### config.mk
export PLATFORM = sky130hd
export DESIGN_NAME = aoq_device_flat
export DESIGN_NICKNAME = d
export VERILOG_FILES = /design/src/include/aoq_pkg.sv /design/src/include/aoq_bus_if.sv /design/src/hdl/aoq_device.sv /design/src/hdl/aoq_tag_table.sv /design/src/flat_wrapper.sv
export SDC_FILE = /design/constraint.sdc
export NUM_CORES = 1
export LEC_CHECK = 0
export ABC_AREA = 0
export CORE_ASPECT_RATIO = 0.7
export CORE_UTILIZATION = 44
export DETAILED_ROUTE_END_ITERATION = 8
export DONT_BUFFER_PORTS = 1
export PLACE_DENSITY = 0.56
export SLEW_MARGIN = 20
export SYNTH_ARGS = -nofsm -noshare
export SYNTH_HDL_FRONTEND = slang
export SYNTH_SLANG_ARGS = --single-unit
### constraint.sdc
create_clock -name i_sys_clk -period 3.6 [get_ports i_sys_clk]
set_input_delay 0.54 -clock i_sys_clk [delete_from_list [all_inputs] [get_ports i_sys_clk]]
set_output_delay 0.54 -clock i_sys_clk [all_outputs]
set_load 0.01 [all_outputs]
### src/include/aoq_pkg.sv
package aoq_pkg;
  // clock and timing
  localparam int CLK_PERIOD_NS = 5;
  localparam int CLK_MHZ = 200;
  localparam int SAVE_NS = 20;
  localparam int SAVE_CYC = (SAVE_NS + CLK_PERIOD_NS - 1) / CLK_PERIOD_NS;
  localparam int CMD_BUSY_NS = 100;
  localparam int CMD_BUSY_CYC = (CMD_BUSY_NS + CLK_PERIOD_NS - 1) / CLK_PERIOD_NS;
  localparam int FEAT_BUSY_NS = 200;
  localparam int FEAT_BUSY_CYC = (FEAT_BUSY_NS + CLK_PERIOD_NS - 1) / CLK_PERIOD_NS;
  localparam int MODE_WAIT_US = 2000;
  localparam int MODE_WAIT_CYC = MODE_WAIT_US * CLK_MHZ;
  // register addresses on the device bus
  localparam logic [2:0] RA_DATA = 3'h0;
  localparam logic [2:0] RA_FEAT = 3'h1;
  localparam logic [2:0] RA_COUNT = 3'h2;
  localparam logic [2:0] RA_SECTOR = 3'h3;
  localparam logic [2:0] RA_CYL_LO = 3'h4;
  localparam logic [2:0] RA_CYL_HI = 3'h5;
  localparam logic [2:0] RA_DEVHEAD = 3'h6;
  localparam logic [2:0] RA_CMD = 3'h7;
  localparam logic [2:0] RA_DEVCTL = 3'h6;
  // field positions
  localparam int CW_OVL_BIT = 15;
  localparam int CW_TAG_LSB = 8;
  localparam int DH_DEV_BIT = 4;
  localparam int DC_SRST_BIT = 2;
  localparam logic [7:0] ERR_ABORT = 8'h04;
  // command and feature codes
  localparam logic [7:0] OP_SET_FEATURES = 8'hEF;
  localparam logic [7:0] FEAT_OVL_BITSEL = 8'h60;
  localparam logic [7:0] FEAT_OVL_CHIPSEL = 8'h61;
  localparam logic [7:0] FEAT_OVL_OFF = 8'hE0;
  localparam logic [3:0] QUEUE_DEPTH_FIELD = 4'hF;
  localparam int NUM_TAGS = 16;
  // host command port
  localparam logic [1:0] HR_WDATA = 2'h0;
  localparam logic [1:0] HR_ACCESS = 2'h1;
  localparam logic [1:0] HR_RESULT = 2'h2;
  localparam logic [1:0] HR_SEQ = 2'h3;
  localparam int HA_CS0_BIT = 3;
  localparam int HA_CS1_BIT = 4;
  localparam int HA_READ_BIT = 5;
  localparam int HR_BUSY_BIT = 16;
  localparam logic [4:0] SEQ_ENTER_BASE = 5'h00;
  localparam logic [4:0] SEQ_LEAVE_BASE = 5'h09;

  typedef struct packed {
    logic [7:0] cmd;
    logic [7:0] count;
    logic [7:0] sector;
    logic [7:0] cyl_lo;
    logic [7:0] cyl_hi;
    logic [3:0] head;
  } aoq_entry_s;

  typedef enum logic [2:0] {
    legacy_mode = 3'b001,
    bitselect_overlap_mode = 3'b010,
    chipselect_overlap_mode = 3'b100
  } aoq_mode_e;

  typedef enum logic [2:0] {
    ST_IDLE = 3'b001,
    ST_SAVE = 3'b010,
    ST_EXEC = 3'b100
  } aoq_dev_st_e;

  typedef enum logic [2:0] {
    HS_IDLE = 3'b001,
    HS_RUN = 3'b010,
    HS_WAIT = 3'b100
  } aoq_host_st_e;
endpackage

### src/include/aoq_bus_if.sv
`timescale 1ns/1ps
interface aoq_bus_if;
  logic cs0_n;
  logic cs1_n;
  logic [2:0] da;
  logic wr;
  logic rd;
  logic [15:0] wdata;
  logic [15:0] rdata;
  logic rdata_oe;
  logic intrq;
  logic second_device_interrupt;

  modport host (
    output cs0_n, cs1_n, da, wr, rd, wdata,
    input rdata, rdata_oe, intrq, second_device_interrupt
  );
  modport device (
    input cs0_n, cs1_n, da, wr, rd, wdata,
    output rdata, rdata_oe, intrq, second_device_interrupt
  );
endinterface

### src/hdl/aoq_device.sv
// Overview of operation
// [RL1] identify reports 4-bit queue depth field
// [RL2] abort commands whose tag exceeds depth field
// [RL3] registers 16 bits, other upper bytes ignored
// [RL4] command upper byte: overlap flag and tag
// [RL5] status upper bit 15 is command complete
// [RL6] service request shows tag in status bits
// [RL7] queued commands simple, no tag priority
// [RL8] power up in legacy mode until told
// [RL9] set features code selects overlap selection kind
// [RL10] features off, hard reset, power-down abort queue
// [RL11] software reset aborts queue, keeps mode
// [RL12] bit-select mode entry shown by busy set
// [RL13] chip-select mode decodes blocks by both lines
// [RL14] intermediate: device 1 answers both-asserted only
// [RL15] host enter sequence, device 1 first, wait
// [RL16] host leave sequence, device 0 first, wait
// [RL17] host avoids control block when intermediate
// [RL18] data command: busy, block writes, save, release
// [RL19] unselected overlapped device ignores bus accesses
// [RL20] chip-select mode: separate interrupt line per device
// [RL21] tag-indexed table of saved command entries
`timescale 1ns/1ps
module aoq_device (
  input wire logic i_sys_clk, // device clock, 200 MHz
  input wire logic i_arst_n, // hardware reset, active low
  aoq_bus_if.device bus, // shared register bus
  input wire logic i_dev_id, // strap: 0 device 0, 1 device 1
  input wire logic i_power_down, // power-down event, level
  input wire logic i_svc_req, // backend requests service, pulse
  input wire logic i_svc_done, // backend finished tag, pulse
  input wire logic [3:0] i_svc_tag, // tag for request or done
  output logic [3:0] o_id_queue_depth, // identify queue depth field
  output aoq_pkg::aoq_mode_e o_mode, // current selection mode
  output logic [15:0] o_queue_valid, // occupied tags
  output aoq_pkg::aoq_entry_s o_svc_entry // saved entry at i_svc_tag
);
  import aoq_pkg::*;

  aoq_dev_st_e st;
  aoq_mode_e mode;
  logic [7:0] cnt;
  logic bsy;
  logic dev_id;
  logic id_seen;
  logic dev_sel;
  logic [7:0] feat;
  logic [7:0] count;
  logic [7:0] sector;
  logic [7:0] cyl_lo;
  logic [7:0] cyl_hi;
  logic [3:0] head;
  logic [7:0] err_reg;
  logic cc;
  logic err;
  logic irq;
  logic [3:0] svc_tag;
  logic [7:0] cur_cmd;
  logic [3:0] cur_tag;
  logic hit_cmd;
  logic hit_ctl;
  logic selected;
  logic cmd_wr;
  logic srst;
  logic flush;
  logic start;
  logic bad_tag;
  logic feat_ok;
  logic save_done;
  logic exec_done;
  logic [15:0] status_word;
  aoq_entry_s save_entry;

  assign o_id_queue_depth = QUEUE_DEPTH_FIELD; // see [RL1]
  assign o_mode = mode;

  // strap is taken once, after reset release
  always_ff @(posedge i_sys_clk or negedge i_arst_n)
  begin
    if (!i_arst_n)
    begin
      dev_id <= 1'b0;
      id_seen <= 1'b0;
    end
    else if (!id_seen)
    begin
      dev_id <= i_dev_id;
      id_seen <= 1'b1;
    end
  end

  always_comb
  begin
    if (mode == chipselect_overlap_mode)
    begin
      // own block pair chosen by cs1 level  see [RL13] see [RL14]
      hit_cmd = !bus.cs0_n && (bus.cs1_n == !dev_id);
      hit_ctl = bus.cs0_n && (bus.cs1_n == !dev_id);
      selected = 1'b1;
    end
    else
    begin
      hit_cmd = !bus.cs0_n && bus.cs1_n;
      hit_ctl = bus.cs0_n && !bus.cs1_n;
      selected = (dev_sel == dev_id); // see [RL12]
    end
  end

  // the device/head write must reach both devices so each learns the selection
  assign cmd_wr = bus.wr && hit_cmd && !bsy; // see [RL18]
  assign srst = bus.wr && hit_ctl && bus.da == RA_DEVCTL && bus.wdata[DC_SRST_BIT];
  assign start = cmd_wr && bus.da == RA_CMD && selected && st == ST_IDLE;
  assign bad_tag = bus.wdata[CW_TAG_LSB +: 4] > QUEUE_DEPTH_FIELD
    || QUEUE_DEPTH_FIELD == 4'h0; // see [RL2]
  assign feat_ok = feat == FEAT_OVL_BITSEL || feat == FEAT_OVL_CHIPSEL
    || feat == FEAT_OVL_OFF;
  assign save_done = st == ST_SAVE && cnt == 8'h00;
  assign exec_done = st == ST_EXEC && cnt == 8'h00;
  // aborting the queue on any of these  see [RL10] see [RL11]
  assign flush = srst || i_power_down
    || (start && bus.wdata[7:0] == OP_SET_FEATURES && feat == FEAT_OVL_OFF);

  // power-up and hard reset land in legacy  see [RL8]
  always_ff @(posedge i_sys_clk or negedge i_arst_n)
  begin
    if (!i_arst_n)
      mode <= legacy_mode;
    else if (i_power_down)
      mode <= legacy_mode; // see [RL10]
    else if (start && bus.wdata[7:0] == OP_SET_FEATURES)
    begin
      // features code picks bit or chip selection  see [RL9]
      if (feat == FEAT_OVL_BITSEL)
        mode <= bitselect_overlap_mode;
      else if (feat == FEAT_OVL_CHIPSEL)
        mode <= chipselect_overlap_mode;
      else if (feat == FEAT_OVL_OFF)
        mode <= legacy_mode;
    end
  end

  always_ff @(posedge i_sys_clk or negedge i_arst_n)
  begin
    if (!i_arst_n)
    begin
      st <= ST_IDLE;
      cnt <= 8'h00;
      bsy <= 1'b0;
      cur_cmd <= 8'h00;
      cur_tag <= 4'h0;
    end
    else if (srst || i_power_down)
    begin
      st <= ST_IDLE;
      bsy <= 1'b0;
    end
    else
    begin
      case (st)
        ST_IDLE:
          if (start)
          begin
            cur_cmd <= bus.wdata[7:0];
            cur_tag <= bus.wdata[CW_TAG_LSB +: 4]; // see [RL4]
            if (bus.wdata[7:0] == OP_SET_FEATURES)
            begin
              // busy high in the new mode marks entry done  see [RL12]
              st <= ST_EXEC;
              cnt <= 8'(FEAT_BUSY_CYC - 1);
              bsy <= 1'b1;
            end
            else if (bus.wdata[CW_OVL_BIT] && mode != legacy_mode)
            begin
              if (!bad_tag)
              begin
                st <= ST_SAVE;
                cnt <= 8'(SAVE_CYC - 1);
                bsy <= 1'b1; // see [RL18]
              end
            end
            else
            begin
              st <= ST_EXEC;
              cnt <= 8'(CMD_BUSY_CYC - 1);
              bsy <= 1'b1;
            end
          end
        ST_SAVE:
          if (cnt == 8'h00)
          begin
            st <= ST_IDLE;
            bsy <= 1'b0; // see [RL18]
          end
          else
            cnt <= cnt - 8'h01;
        ST_EXEC:
          if (cnt == 8'h00)
          begin
            st <= ST_IDLE;
            bsy <= 1'b0;
          end
          else
            cnt <= cnt - 8'h01;
        default:
          st <= ST_IDLE;
      endcase
    end
  end

  // upper bytes of these registers are dropped  see [RL3]
  always_ff @(posedge i_sys_clk or negedge i_arst_n)
  begin
    if (!i_arst_n)
    begin
      dev_sel <= 1'b0;
      feat <= 8'h00;
      count <= 8'h00;
      sector <= 8'h00;
      cyl_lo <= 8'h00;
      cyl_hi <= 8'h00;
      head <= 4'h0;
    end
    else if (cmd_wr && (selected || mode == legacy_mode || bus.da == RA_DEVHEAD))
    begin
      // bit-select unselected device only takes device/head writes (selection and head)  see [RL19]
      case (bus.da)
        RA_FEAT: feat <= bus.wdata[7:0];
        RA_COUNT: count <= bus.wdata[7:0];
        RA_SECTOR: sector <= bus.wdata[7:0];
        RA_CYL_LO: cyl_lo <= bus.wdata[7:0];
        RA_CYL_HI: cyl_hi <= bus.wdata[7:0];
        RA_DEVHEAD:
        begin
          if (mode != chipselect_overlap_mode)
            dev_sel <= bus.wdata[DH_DEV_BIT];
          head <= bus.wdata[3:0];
        end
        default: ;
      endcase
    end
  end

  assign save_entry = '{cmd: cur_cmd, count: count, sector: sector, cyl_lo: cyl_lo,
    cyl_hi: cyl_hi, head: head};

  aoq_tag_table u_table (
    .i_sys_clk(i_sys_clk),
    .i_arst_n(i_arst_n),
    .i_wr(save_done && !srst && !i_power_down),
    .i_wr_tag(cur_tag),
    .i_wr_entry(save_entry),
    .i_clr(i_svc_done),
    .i_clr_tag(i_svc_tag),
    .i_flush(flush),
    .i_rd_tag(i_svc_tag),
    .o_valid(o_queue_valid),
    .o_entry(o_svc_entry)
  );

  // completion, error and service flags; event set wins over a read clear
  always_ff @(posedge i_sys_clk or negedge i_arst_n)
  begin
    if (!i_arst_n)
    begin
      cc <= 1'b0;
      err <= 1'b0;
      err_reg <= 8'h00;
      irq <= 1'b0;
      svc_tag <= 4'h0;
    end
    else
    begin
      if (bus.rd && hit_cmd && bus.da == RA_CMD && selected)
        irq <= 1'b0;
      if (srst)
      begin
        cc <= 1'b0;
        err <= 1'b0;
        err_reg <= 8'h00;
      end
      else if (start)
      begin
        cc <= 1'b0;
        err <= 1'b0;
        err_reg <= 8'h00;
        if ((bus.wdata[7:0] == OP_SET_FEATURES && !feat_ok)
          || (bus.wdata[CW_OVL_BIT] && mode != legacy_mode && bad_tag))
        begin
          // flagged aborted at once; bad tag has no busy phase, bad features code still runs the busy phase  see [RL2]
          cc <= 1'b1;
          err <= 1'b1;
          err_reg <= ERR_ABORT;
          irq <= 1'b1;
        end
      end
      else if (exec_done)
      begin
        cc <= 1'b1; // see [RL5]
        irq <= 1'b1;
      end
      else if (i_svc_req)
        cc <= 1'b0;
      else if (i_svc_done)
        cc <= 1'b1; // see [RL5]
      // service tag and irq kept, cc update dropped, when a command start, finish or reset lands in the same cycle
      if (i_svc_req || i_svc_done)
      begin
        svc_tag <= i_svc_tag; // see [RL6]
        irq <= 1'b1;
      end
    end
  end

  // same upper byte for primary and alternate view  see [RL5] see [RL6]
  assign status_word = {cc, 3'h0, svc_tag, bsy, 1'b1, 5'h00, err};

  always_ff @(posedge i_sys_clk or negedge i_arst_n)
  begin
    if (!i_arst_n)
    begin
      bus.rdata <= 16'h0000;
      bus.rdata_oe <= 1'b0;
    end
    else
    begin
      bus.rdata_oe <= bus.rd && selected && (hit_cmd || hit_ctl); // see [RL19]
      if (bus.rd && hit_ctl && bus.da == RA_DEVCTL)
        bus.rdata <= status_word;
      else if (bus.rd && hit_cmd)
      begin
        if (bus.da == RA_CMD)
          bus.rdata <= status_word;
        else if (bus.da == RA_FEAT)
          bus.rdata <= {8'h00, err_reg};
        else if (bus.da == RA_COUNT)
          bus.rdata <= {8'h00, count};
        else if (bus.da == RA_SECTOR)
          bus.rdata <= {8'h00, sector};
        else if (bus.da == RA_CYL_LO)
          bus.rdata <= {8'h00, cyl_lo};
        else if (bus.da == RA_CYL_HI)
          bus.rdata <= {8'h00, cyl_hi};
        else if (bus.da == RA_DEVHEAD)
          bus.rdata <= {8'h00, 3'h5, dev_sel, head};
        else
          bus.rdata <= 16'h0000;
      end
    end
  end

  // chip-select mode: fixed line per device, any selection  see [RL20]
  always_ff @(posedge i_sys_clk or negedge i_arst_n)
  begin
    if (!i_arst_n)
    begin
      bus.intrq <= 1'b0;
      bus.second_device_interrupt <= 1'b0;
    end
    else
    begin
      if (mode == chipselect_overlap_mode)
        bus.intrq <= irq && !dev_id;
      else
        bus.intrq <= irq && selected;
      bus.second_device_interrupt <= irq && dev_id && mode == chipselect_overlap_mode;
    end
  end
endmodule

### src/hdl/aoq_tag_table.sv
`timescale 1ns/1ps
module aoq_tag_table (
  input wire logic i_sys_clk, // device clock
  input wire logic i_arst_n, // async reset, active low
  input wire logic i_wr, // store entry
  input wire logic [3:0] i_wr_tag, // tag of stored entry
  input wire aoq_pkg::aoq_entry_s i_wr_entry, // saved parameters
  input wire logic i_clr, // retire one tag
  input wire logic [3:0] i_clr_tag, // tag retired
  input wire logic i_flush, // abort whole queue
  input wire logic [3:0] i_rd_tag, // lookup index
  output logic [15:0] o_valid, // occupied tags
  output aoq_pkg::aoq_entry_s o_entry // entry at lookup index
);
  import aoq_pkg::*;

  aoq_entry_s entry [NUM_TAGS];

  // plain tag-indexed slots, no ordering between them  see [RL7]
  for (genvar g = 0; g < NUM_TAGS; g++)
  begin : g_slot
    always_ff @(posedge i_sys_clk or negedge i_arst_n)
    begin
      if (!i_arst_n)
      begin
        o_valid[g] <= 1'b0;
        entry[g] <= '0;
      end
      else if (i_wr && i_wr_tag == 4'(g))
      begin
        o_valid[g] <= 1'b1; // see [RL21]
        entry[g] <= i_wr_entry;
      end
      else if (i_flush || (i_clr && i_clr_tag == 4'(g)))
      begin
        o_valid[g] <= 1'b0;
      end
    end
  end

  assign o_entry = entry[i_rd_tag];
endmodule

### src/flat_wrapper.sv
// flat-port wrapper written by rule: the top's interface ports become plain ports
module aoq_device_flat import aoq_pkg::*;
  (i_sys_clk, i_arst_n, i_dev_id, i_power_down, i_svc_req, i_svc_done, i_svc_tag, o_id_queue_depth, o_mode, o_queue_valid, o_svc_entry, bus_cs0_n, bus_cs1_n, bus_da, bus_wr, bus_rd, bus_wdata, bus_rdata, bus_rdata_oe, bus_intrq, bus_second_device_interrupt);
  aoq_bus_if bus_i ();
  input wire logic i_sys_clk;
  input wire logic i_arst_n;
  input wire logic i_dev_id;
  input wire logic i_power_down;
  input wire logic i_svc_req;
  input wire logic i_svc_done;
  input wire logic [3:0] i_svc_tag;
  output logic [3:0] o_id_queue_depth;
  output aoq_pkg::aoq_mode_e o_mode;
  output logic [15:0] o_queue_valid;
  output aoq_pkg::aoq_entry_s o_svc_entry;
  input wire logic [$bits(bus_i.cs0_n)-1:0] bus_cs0_n;
  input wire logic [$bits(bus_i.cs1_n)-1:0] bus_cs1_n;
  input wire logic [$bits(bus_i.da)-1:0] bus_da;
  input wire logic [$bits(bus_i.wr)-1:0] bus_wr;
  input wire logic [$bits(bus_i.rd)-1:0] bus_rd;
  input wire logic [$bits(bus_i.wdata)-1:0] bus_wdata;
  output wire logic [$bits(bus_i.rdata)-1:0] bus_rdata;
  output wire logic [$bits(bus_i.rdata_oe)-1:0] bus_rdata_oe;
  output wire logic [$bits(bus_i.intrq)-1:0] bus_intrq;
  output wire logic [$bits(bus_i.second_device_interrupt)-1:0] bus_second_device_interrupt;
  assign bus_i.cs0_n = bus_cs0_n;
  assign bus_i.cs1_n = bus_cs1_n;
  assign bus_i.da = bus_da;
  assign bus_i.wr = bus_wr;
  assign bus_i.rd = bus_rd;
  assign bus_i.wdata = bus_wdata;
  assign bus_rdata = bus_i.rdata;
  assign bus_rdata_oe = bus_i.rdata_oe;
  assign bus_intrq = bus_i.intrq;
  assign bus_second_device_interrupt = bus_i.second_device_interrupt;
  aoq_device u_core (.i_sys_clk(i_sys_clk), .i_arst_n(i_arst_n), .bus(bus_i), .i_dev_id(i_dev_id), .i_power_down(i_power_down), .i_svc_req(i_svc_req), .i_svc_done(i_svc_done), .i_svc_tag(i_svc_tag), .o_id_queue_depth(o_id_queue_depth), .o_mode(o_mode), .o_queue_valid(o_queue_valid), .o_svc_entry(o_svc_entry));
endmodule
Yosys cells after proc, flatten, opt, wreduce, memory -nomap -nowiden
Cells that the tools add are included.
- add/sub/neg operators: 1
- magnitude comparators: 2
- eq/ne operators: 56
- multiplexer cells: 90
- bitwise gates (word level): 2
- reductions and logical operators: 136
- operators with widths (kind ; number):
    $bmux W44 S4 ; 1
    $mux W16 ; 8
    $mux W44 ; 2
    $logic_and A1 B1 Y1 ; 65
    $eq A4 B4 Y1 const B ; 16
    $mux W8 ; 8
    $mux W1 ; 56
    $reduce_bool A2 Y1 ; 20
    $mux W3 ; 12
    $eq A4 B3 Y1 const B ; 8
    $logic_or A1 B1 Y1 ; 25
    $eq A3 B3 Y1 const B ; 6
    $eq A4 B2 Y1 const B ; 4
    $eq A8 B7 Y1 const B ; 2
    $eq A8 B8 Y1 const B ; 2
    $pmux W8 S2 ; 1
    $reduce_and A2 Y1 ; 7
    $eq A3 B1 Y1 const B ; 3
    $eq A3 B2 Y1 const B ; 3
    $reduce_and A3 Y1 ; 3
    $eq A4 B1 Y1 const B ; 2
    $logic_not A4 Y1 ; 2
    $logic_not A8 Y1 ; 1
    $sub A8 B1 Y8 const B ; 1
    21 further kinds ; 29
- register bits after elaboration: 828
- input bits: 33
- output and inout bits: 86
- word-level logic and storage cells: 423

Logic depth before layout (Yosys ltp)
Gate-level depths: netlist (run 1).
- word-level depth: 15
- depth in mapped cells: 9
- gate-level depth less buffers: 7

Modules after synthesis
Synthesis (run 1) repeated with hierarchy kept, for this count alone.
- cells, all modules: 2359
- area total of the unflattened synthesis: 36709.0 um^2
- by module, submodules not included (module ; times used ; cells each ; area an instance (um^2) ; sequential area each (um^2)):
    aoq_tag_table ; 1 ; 1980 ; 31999.4 ; 18017.3
    aoq_device ; 1 ; 379 ; 4709.5 ; 2429.8

Least setup slack after synthesis (run 1)
OpenSTA, ideal clock, no wires.
- path type: input port to output port
- from: input i_svc_tag[0]
- to: output o_svc_entry[0] (netlist name)
- arrival: 2.700 ns
- required time: 3.060 ns
- slack: 0.360 ns
- stages on the path: 5
- buffers on the path: 3
- path through: clkbuf_1 -> clkbuf_1 -> buf_1 -> mux4_2 -> mux4_2
- RTL lines (item ; line ; RTL):
    start: declaration ; flat_wrapper.sv:11 ; input wire logic [3:0] i_svc_tag;
    end: declaration ; flat_wrapper.sv:15 ; output aoq_pkg::aoq_entry_s o_svc_entry;

Worst setup path in the final report (run 1)
- from: register u_core.mode[2] (netlist: u_core.o_mode[2])
- to: register u_core.u_table.entry[406] (netlist name)
- cells in the longest elaborated chain, start to end: 9
- RTL lines (item ; line ; RTL):
    start: declaration ; aoq_device.sv:41 ; aoq_mode_e mode;
    start signal: assignment ; aoq_device.sv:127 ; mode <= legacy_mode;
    start signal: assignment ; aoq_device.sv:129 ; mode <= legacy_mode;
    start signal: assignment ; aoq_device.sv:134 ; mode <= bitselect_overlap_mode;
    $eq A3 B3 Y1 ; aoq_device.sv:94 ; if (mode == chipselect_overlap_mode)
    $mux W1 ; aoq_device.sv:94 ;
    $logic_and A1 B1 Y1 (3 in a row) ; aoq_device.sv:111 ; assign srst = bus.wr && hit_ctl && bus.da == RA_DEVCTL && bus.wdata[DC_SRST_BIT];
    $logic_not A1 Y1 ; aoq_device.sv:249 ; .i_wr(save_done && !srst && !i_power_down),
    $logic_and A1 B1 Y1 (2 in a row) ; aoq_device.sv:249 ;
    $logic_and A1 B1 Y1 ; aoq_tag_table.sv:29 ; else if (i_wr && i_wr_tag == 4'(g))
    end signal: indexed assignment ; aoq_tag_table.sv:32 ; entry[g] <= i_wr_entry;
    end: declaration ; aoq_tag_table.sv:17 ; aoq_entry_s entry [NUM_TAGS];
Every way passes these cells.
A chain may end at the register's enable or synchronous reset.

==> flow_summary.toml, run 1 <==
[outcome]
status = "complete, but fails checks"
violations = "negative hold slack"

[timing]
clock_skew_ps = 32.7
setup_violations = 0
final_hold_viol_count = 39
final.hold.worst_slack_ps = -186
setup_total_negative_slack_ps = 0
actual_slew_at_the_worst_max_slew_pin_ps = 1310
layout_worst_path_cycle_share_pct = 87.2
unrepaired_setup_endpoints_after_global_routing = "no"
max-slew-margin-rel_pct = 12.6
slew_violations = 0
setup_slack_ps = 459
finalCriticalPeriod_ps = 3140
max_freq_ghz = 0.318

[drt]
drc = 0
detail_route.wirelength_um = 96000
drt_pre_antenna_iters = 5
post_drt_wl_per_cell_um = 28.3
vias_per_cell = 5.94
detailed_route_via_count = 20162
final_antenna_net_count = 0
drt_iter0_markers = 1228

[finish]
largest_register_ffs = 704
layout_top_registers = "u_core.u_table.entry: 704 flops, u_core.u_table.o_valid: 16 flops, u_core.bus.rdata: 13 flops"
most-common-layout-cells = "815 x sky130_fd_sc_hd__dfrtp_1, 634 x sky130_fd_sc_hd__mux2_2, 220 x sky130_fd_sc_hd__mux4_2"
final_cells = 3393
syn2layout_area_growth_pct = 10.1
registers.top_by_ff_count = "u_core.u_table.entry"
mostFrequentLayoutCell = "sky130_fd_sc_hd__dfrtp_1"
final_core_utilization_pct = 49.3
layout-drive-gt1-share_pct = 48.3
antennaDiodeCount = 0
finalNetCount = 2242

[clock_network]
tritoncts_buffer_count = 83
cts.htree.levels = 3
post_cts_resize_count = 0
tritoncts_clock_tree = "yes"
clock_latency_of_the_later_clocked_register_in_the_worst_skew_pair_ps = 650
clockRootBuffer = "sky130_fd_sc_hd__clkbuf_16"
ctsLongestPathBuffers = 3
cts.clk_slew.worst_paths_ps = 60
cts.sinks = 817
postCtsSetupRepairBufs = 0

[power]
irDropWorstVdd_mv = 0.407
static-leakage-power_nw = 19.8
total_power_mw = 19.3
powerDensity_nw_per_um2 = 471

[critical_path]
timing.rr.start = "u_core.o_mode[2]"
worst-endpoint-required_ps = 4110
crit_path_arrival_time_ps = 3650
crit_path_end = "u_core.u_table.entry[406]"
worstPathCellList = "nor4b_4 > xnor2_1 > a21oi_4 > buf_4 > nand4_4 > buf_12 > mux2_2"
critPathKind = "flip-flop to flip-flop"
regToRegSetupSlack_ps = 460
worstSetupEndpointType = "flip-flop"
worst-path-buf-inv = 2
r2r_end = "u_core.u_table.entry[406]"
top_cell_family_by_delay_on_the_critical_path = "compound AO/OA/AOI/OAI gates"
worst_setup_path_startpoint = "u_core.o_mode[2]"
crit_path_top_delay_cell = "sky130_fd_sc_hd__a21oi_4"
timing.reg2reg.worst_path_depth = 7
crit_fanout = 41
slowest_delay_ps = 680
worstSetupStartpointType = "flip-flop"
path_depth = 7

[die]
dieHeight_um = 245
die_width_um = 349
floorplan.rows = 88
num_ports = 119
start_util_pct = 44.8
core_area_um2 = 83000
dieArea_um2 = 85600

[placement]
post-place-cells = 3240
place.gp.congestion = 0.792
io_buffers = 0
detailed_place_hpwl_um = 50700
place_ws_ps = 495

[global_routing]
overflow = 0
grt_util_all_layers_pct = 23.1
grt_pass1_wl_um = 146000
via_count_of_the_first_global_routing_pass = 21359
antenna_found_initial = 0
grt_start_max_net_pins = 818

[yosys]
synth_top_area_share_pct = 54.9
synth_area_um2 = 37200
yosys-top-cells-area = "sky130_fd_sc_hd__dfrtp_1 55%, sky130_fd_sc_hd__mux2_2 19%, sky130_fd_sc_hd__mux4_2 13%"
synthCells = 2303
synth-seq-cells = 817
ys.flop_type = "sky130_fd_sc_hd__dfrtp_1"
synth.yosys.seq_area_share_pct = 55.0
avgSynthCellArea_um2 = 16.1
synth.lib_cells_used.distinct = 75
synth_enable_flop_cells = 0
ys.warnings.count = 0
postSynth.asyncResetShare_pct = 100
yosysTopAreaCell = "sky130_fd_sc_hd__dfrtp_1"

[run]
max_cap_violations = 0

[min_path]
timing.hold.worst.class = "input port to asynchronous set/reset pin"
## worst min path at each step
| stage | startpoint | end | slack (ps) |
|---|---|---|---|
| 2_1_floorplan | i_arst_n | u_core.bsy | 240 |
| 3_3_place_gp | i_arst_n | u_core.u_table.entry[172] | 290 |
| 3_5_place_dp | i_arst_n | u_core.u_table.entry[128] | 290 |
| 4_1_cts | i_arst_n | u_core.u_table.entry[561] | -390 |
| 5_1_grt | bus_wdata[0] | u_core.cur_cmd[0] | 10 |
| 6_report | i_arst_n | u_core.u_table.entry[36] | -190 |
## power by group
part / internal, mW / switching [mW] / total (mW)
Combinational: 0.292 / 0.326 / 0.618
Sequential: 9.32 / 0.558 / 9.88
Clock: 5.12 / 3.63 / 8.76
Total: 14.7 / 4.52 / 19.3
## metrics by stage
step | hold slack [ps] | instance area [um2]
2_1_floorplan | 244 | 37200
3_3_place_gp | 292 | 38000
3_5_place_dp | 293 | 38000
4_1_cts | -387 | 40800
5_1_grt | 11.5 | 40900
6_report | -186 | 40900
## cells by family (layout without fill, tap and decap cells)
logic type / after synthesis / count (layout) / share of synthesized area (%)
mux: 1001 / 1001 / 37.4
simple gates: 127 / 127 / 2.44
other cells: 2 / 8 / 0.0202
fa+ha+maj: 2 / 2 / 0.0673
buf+inv: 232 / 191 / 2.79
compound gates: 115 / 115 / 2.04
xor+xnor: 7 / 7 / 0.165
flops: 817 / 817 / 55.0
## layout make-up
cell class,instances,area [um2]
clock inverters,18,228
multi-input cells,1260,15800
well taps,1125,1410
fillers,7001,42100
flip-flops and latches,817,20400
repair buffers,35,505
inverters,10,37.5
clock buffers,128,2530
## cell usage after synthesis, types with 4 or more instances
library cell and instances:
sky130_fd_sc_hd__mux2i_1 14, sky130_fd_sc_hd__nand2_1 20, sky130_fd_sc_hd__o2bb2ai_1 7, sky130_fd_sc_hd__nand4_2 7, sky130_fd_sc_hd__a31oi_1 5, sky130_fd_sc_hd__a21oi_1 16, sky130_fd_sc_hd__nand3b_1 4, sky130_fd_sc_hd__clkbuf_1 114
sky130_fd_sc_hd__nand2b_1 9, sky130_fd_sc_hd__mux2_4 48, sky130_fd_sc_hd__a22o_1 11, sky130_fd_sc_hd__nor3_1 7, sky130_fd_sc_hd__xnor2_1 4, sky130_fd_sc_hd__inv_1 10, sky130_fd_sc_hd__buf_4 13, sky130_fd_sc_hd__mux4_2 220
sky130_fd_sc_hd__o21ai_0 46, sky130_fd_sc_hd__buf_1 53, sky130_fd_sc_hd__buf_2 31, sky130_fd_sc_hd__nor2_1 20, sky130_fd_sc_hd__nand4_4 7, sky130_fd_sc_hd__dfrtp_1 815, sky130_fd_sc_hd__mux2_1 85, sky130_fd_sc_hd__and3_1 4
sky130_fd_sc_hd__nand3_1 8, sky130_fd_sc_hd__buf_6 10, sky130_fd_sc_hd__nor2b_1 8, sky130_fd_sc_hd__mux2_2 634
## what timing repair did
action	4_1_cts	5_1_grt
hold buffers	1	2
hold endpoints to repair	820	47
endpoints found under the setup margin	0	0
## routing by layer
metal / up-vias / GRT usage, % / share of wire [%]
met5: - / 0 / 0
met4: 0 / 5.10 / 1.8
met3: 126 / 4.40 / 4.2
met2: 331 / 35.1 / 45
met1: 11259 / 34.3 / 49
li1: 8446 / - / -
## worst register-to-register path: stages, from the launching register on
cell,delay [ps]
sky130_fd_sc_hd__dfrtp_1,500
sky130_fd_sc_hd__nor4b_4,360
sky130_fd_sc_hd__xnor2_1,210
sky130_fd_sc_hd__a21oi_4,680
sky130_fd_sc_hd__buf_4,360
sky130_fd_sc_hd__nand4_4,220
sky130_fd_sc_hd__buf_12,310
sky130_fd_sc_hd__mux2_2,400
No activity file was read; power rests on OpenSTA's default activity.
==> run 2, diff against run 1 <==
--- a/config.mk
+++ b/config.mk
@@ -10,8 +10,9 @@
 export CORE_UTILIZATION = 44
 export DETAILED_ROUTE_END_ITERATION = 8
 export DONT_BUFFER_PORTS = 1
-export PLACE_DENSITY = 0.56
+export PLACE_DENSITY = 0.61
 export SLEW_MARGIN = 20
 export SYNTH_ARGS = -nofsm -noshare
 export SYNTH_HDL_FRONTEND = slang
 export SYNTH_SLANG_ARGS = --single-unit
+export TNS_END_PERCENT = 1
==> run 2 against run 1 <==
Effect of this change:
- hold slack improved by 110 ps
- power hardly changed
- the flow still finishes with violations (negative hold slack)
- register-to-register slack better by 80 ps
- die area stayed put
- first-iteration DRC count is 15% higher
==> flow_summary.toml, run 2 (same netlist as run 1, synthesis figures left out) <==
[placement]
place.gp.congestion = 0.809
io_buffers = 0
place_ws_ps = 583
detailed_place_hpwl_um = 51400

[timing]
final.hold.worst_slack_ps = -71.0
clock_skew_ps = 17.9
final_hold_viol_count = 75
max-slew-margin-rel_pct = 20.7
setup_violations = 0
layout_worst_path_cycle_share_pct = 85.1
actual_slew_at_the_worst_max_slew_pin_ps = 1190
setup_total_negative_slack_ps = 0
finalCriticalPeriod_ps = 3060
slew_violations = 0
unrepaired_setup_endpoints_after_global_routing = "no"
max_freq_ghz = 0.326
setup_slack_ps = 536

[clock_network]
clockRootBuffer = "sky130_fd_sc_hd__clkbuf_16"
clock_latency_of_the_later_clocked_register_in_the_worst_skew_pair_ps = 640
cts.clk_slew.worst_paths_ps = 60
cts.htree.levels = 3
tritoncts_buffer_count = 81
cts.sinks = 817
tritoncts_clock_tree = "yes"
ctsLongestPathBuffers = 3
post_cts_resize_count = 0

[power]
power_report.internal_total_mw = 14.8
power_frac_seq_pct = 51.3
power.net_switching_mw = 4.46
clockPowerShare_pct = 45.5
sw_frac_of_total_pct = 23.2
powerDensity_nw_per_um2 = 471
irDropWorstVdd_mv = 0.394
static-leakage-power_nw = 19.8
power_frac_comb_pct = 3.2

[finish]
largest_register_ffs = 704
mostFrequentLayoutCell = "sky130_fd_sc_hd__dfrtp_1"
most-common-layout-cells = "815 x sky130_fd_sc_hd__dfrtp_1, 634 x sky130_fd_sc_hd__mux2_2, 220 x sky130_fd_sc_hd__mux4_2"
layout-drive-gt1-share_pct = 48.7
finalNetCount = 2246
registers.top_by_ff_count = "u_core.u_table.entry"
num-fill-cells = 6981
antennaDiodeCount = 0
layout_top_registers = "u_core.u_table.entry: 704 flops, u_core.u_table.o_valid: 16 flops, u_core.bus.rdata: 13 flops"
syn2layout_area_growth_pct = 10.1

[run]
max_cap_violations = 0

[drt]
drt_pre_antenna_iters = 5
route.top_layer_used = "met4"
met2_wirelength_um = 43400
vias_per_cell = 5.98
post_drt_wl_per_cell_um = 28.2
final_antenna_net_count = 0
detailed_route_via_count = 20304
drt_iter0_markers = 1415
drc = 0
routedLengthMet1_um = 44200
detail_route.wirelength_um = 95700
wl_met3_um = 6350

[global_routing]
overflow = 0
grt_start_max_net_pins = 818
grt_pass1_wl_um = 144000
grt_util_all_layers_pct = 22.9
antenna_found_initial = 1
via_count_of_the_first_global_routing_pass = 21438

[die]
dieHeight_um = 245
die_width_um = 349
core_area_um2 = 83000
num_ports = 119
dieArea_um2 = 85600
floorplan.rows = 88
start_util_pct = 44.8

[critical_path]
crit_path_arrival_time_ps = 3570
worstPathCellList = "nor4b_4 > xnor2_1 > a21oi_4 > buf_4 > nand4_4 > buf_4 > mux2_2"
critPathKind = "flip-flop to flip-flop"
crit_fanout = 37
timing.reg2reg.worst_path_depth = 7
slowest_delay_ps = 710
top_cell_family_by_delay_on_the_critical_path = "buffers and inverters"
crit_path_top_delay_cell = "sky130_fd_sc_hd__buf_4"
r2r_end = "u_core.u_table.entry[666]"
timing.rr.start = "u_core.o_mode[1]"
regToRegSetupSlack_ps = 540
worstSetupStartpointType = "flip-flop"
critical_path.most_common_cell = "sky130_fd_sc_hd__buf_4"
worst-endpoint-required_ps = 4110
worst-path-buf-inv = 2
worstSetupEndpointType = "flip-flop"

[outcome]
status = "complete, but fails checks"
violations = "negative hold slack"

[min_path]
timing.hold.worst.class = "input port to asynchronous set/reset pin"
[run 2: per-layer routing]
layer  GRT usage (%)  vias to the layer above
met2            34.4                      512
met4            5.24                        0
met3            5.49                      126
met1            33.4                    11233
met5               0                        -
li1                -                     8433
[run 2: layout make-up]
cell class	count	area, um2	share of cell area (%)
multi-input cells	1260	15800	38.5
repair buffers	41	500	1.22
inverters	10	37.5	0.0917
well taps	1125	1410	3.44
flip-flops and latches	817	20400	50.0
clock buffers	124	2520	6.17
clock inverters	20	236	0.578
[run 2: worst register-to-register path, cell delays in order (launching register included)]
cell	delay, ps
sky130_fd_sc_hd__dfrtp_1	520
sky130_fd_sc_hd__nor4b_4	400
sky130_fd_sc_hd__xnor2_1	270
sky130_fd_sc_hd__a21oi_4	240
sky130_fd_sc_hd__buf_4	250
sky130_fd_sc_hd__nand4_4	90
sky130_fd_sc_hd__buf_4	710
sky130_fd_sc_hd__mux2_2	470
[run 2: per-stage QoR]
step	hold WS (ps)	total power, mW	util [%]	instance area, um2	std cells
6_report	-71.0	19.3	49.3	40900	3397
5_1_grt	7.30	19.9	49.3	40900	3397
4_1_cts	-393	19.3	49.1	40800	3391
3_5_place_dp	290	10.5	45.8	38000	3246
3_3_place_gp	293	10.4	45.8	38000	3246
2_1_floorplan	244	10.4	-	37200	2309
[run 2: how the worst max path moves through the flow]
stage | cells after the start | start | slack (ps) | to
global route | 9 | u_core.cnt[0] | 410 | u_core.u_table.entry[220]
finish | 7 | u_core.o_mode[1] | 540 | u_core.u_table.entry[666]
global placement | 7 | u_core.o_mode[1] | 620 | u_core.u_table.entry[451]
detailed placement | 7 | u_core.o_mode[1] | 580 | u_core.u_table.entry[667]
CTS | 7 | u_core.o_mode[1] | 570 | u_core.u_table.entry[666]
floorplan | 5 | i_svc_tag[0] | 360 | o_svc_entry[0]
[run 2: power by group through the flow]
stage	Sequential [mW]	Combinational (mW)	Clock [mW]
2_1_floorplan	9.57	0.785	0
3_3_place_gp	10.0	0.417	0
3_5_place_dp	10.0	0.427	0
4_1_cts	9.87	0.429	8.98
5_1_grt	9.92	0.688	9.34
6_report	9.87	0.624	8.76
[run 2: what timing repair did]
item / CTS / global route
setup buffers: 0 / 0
hold buffers: 1 / 2
endpoints found under the hold margin: 820 / 92
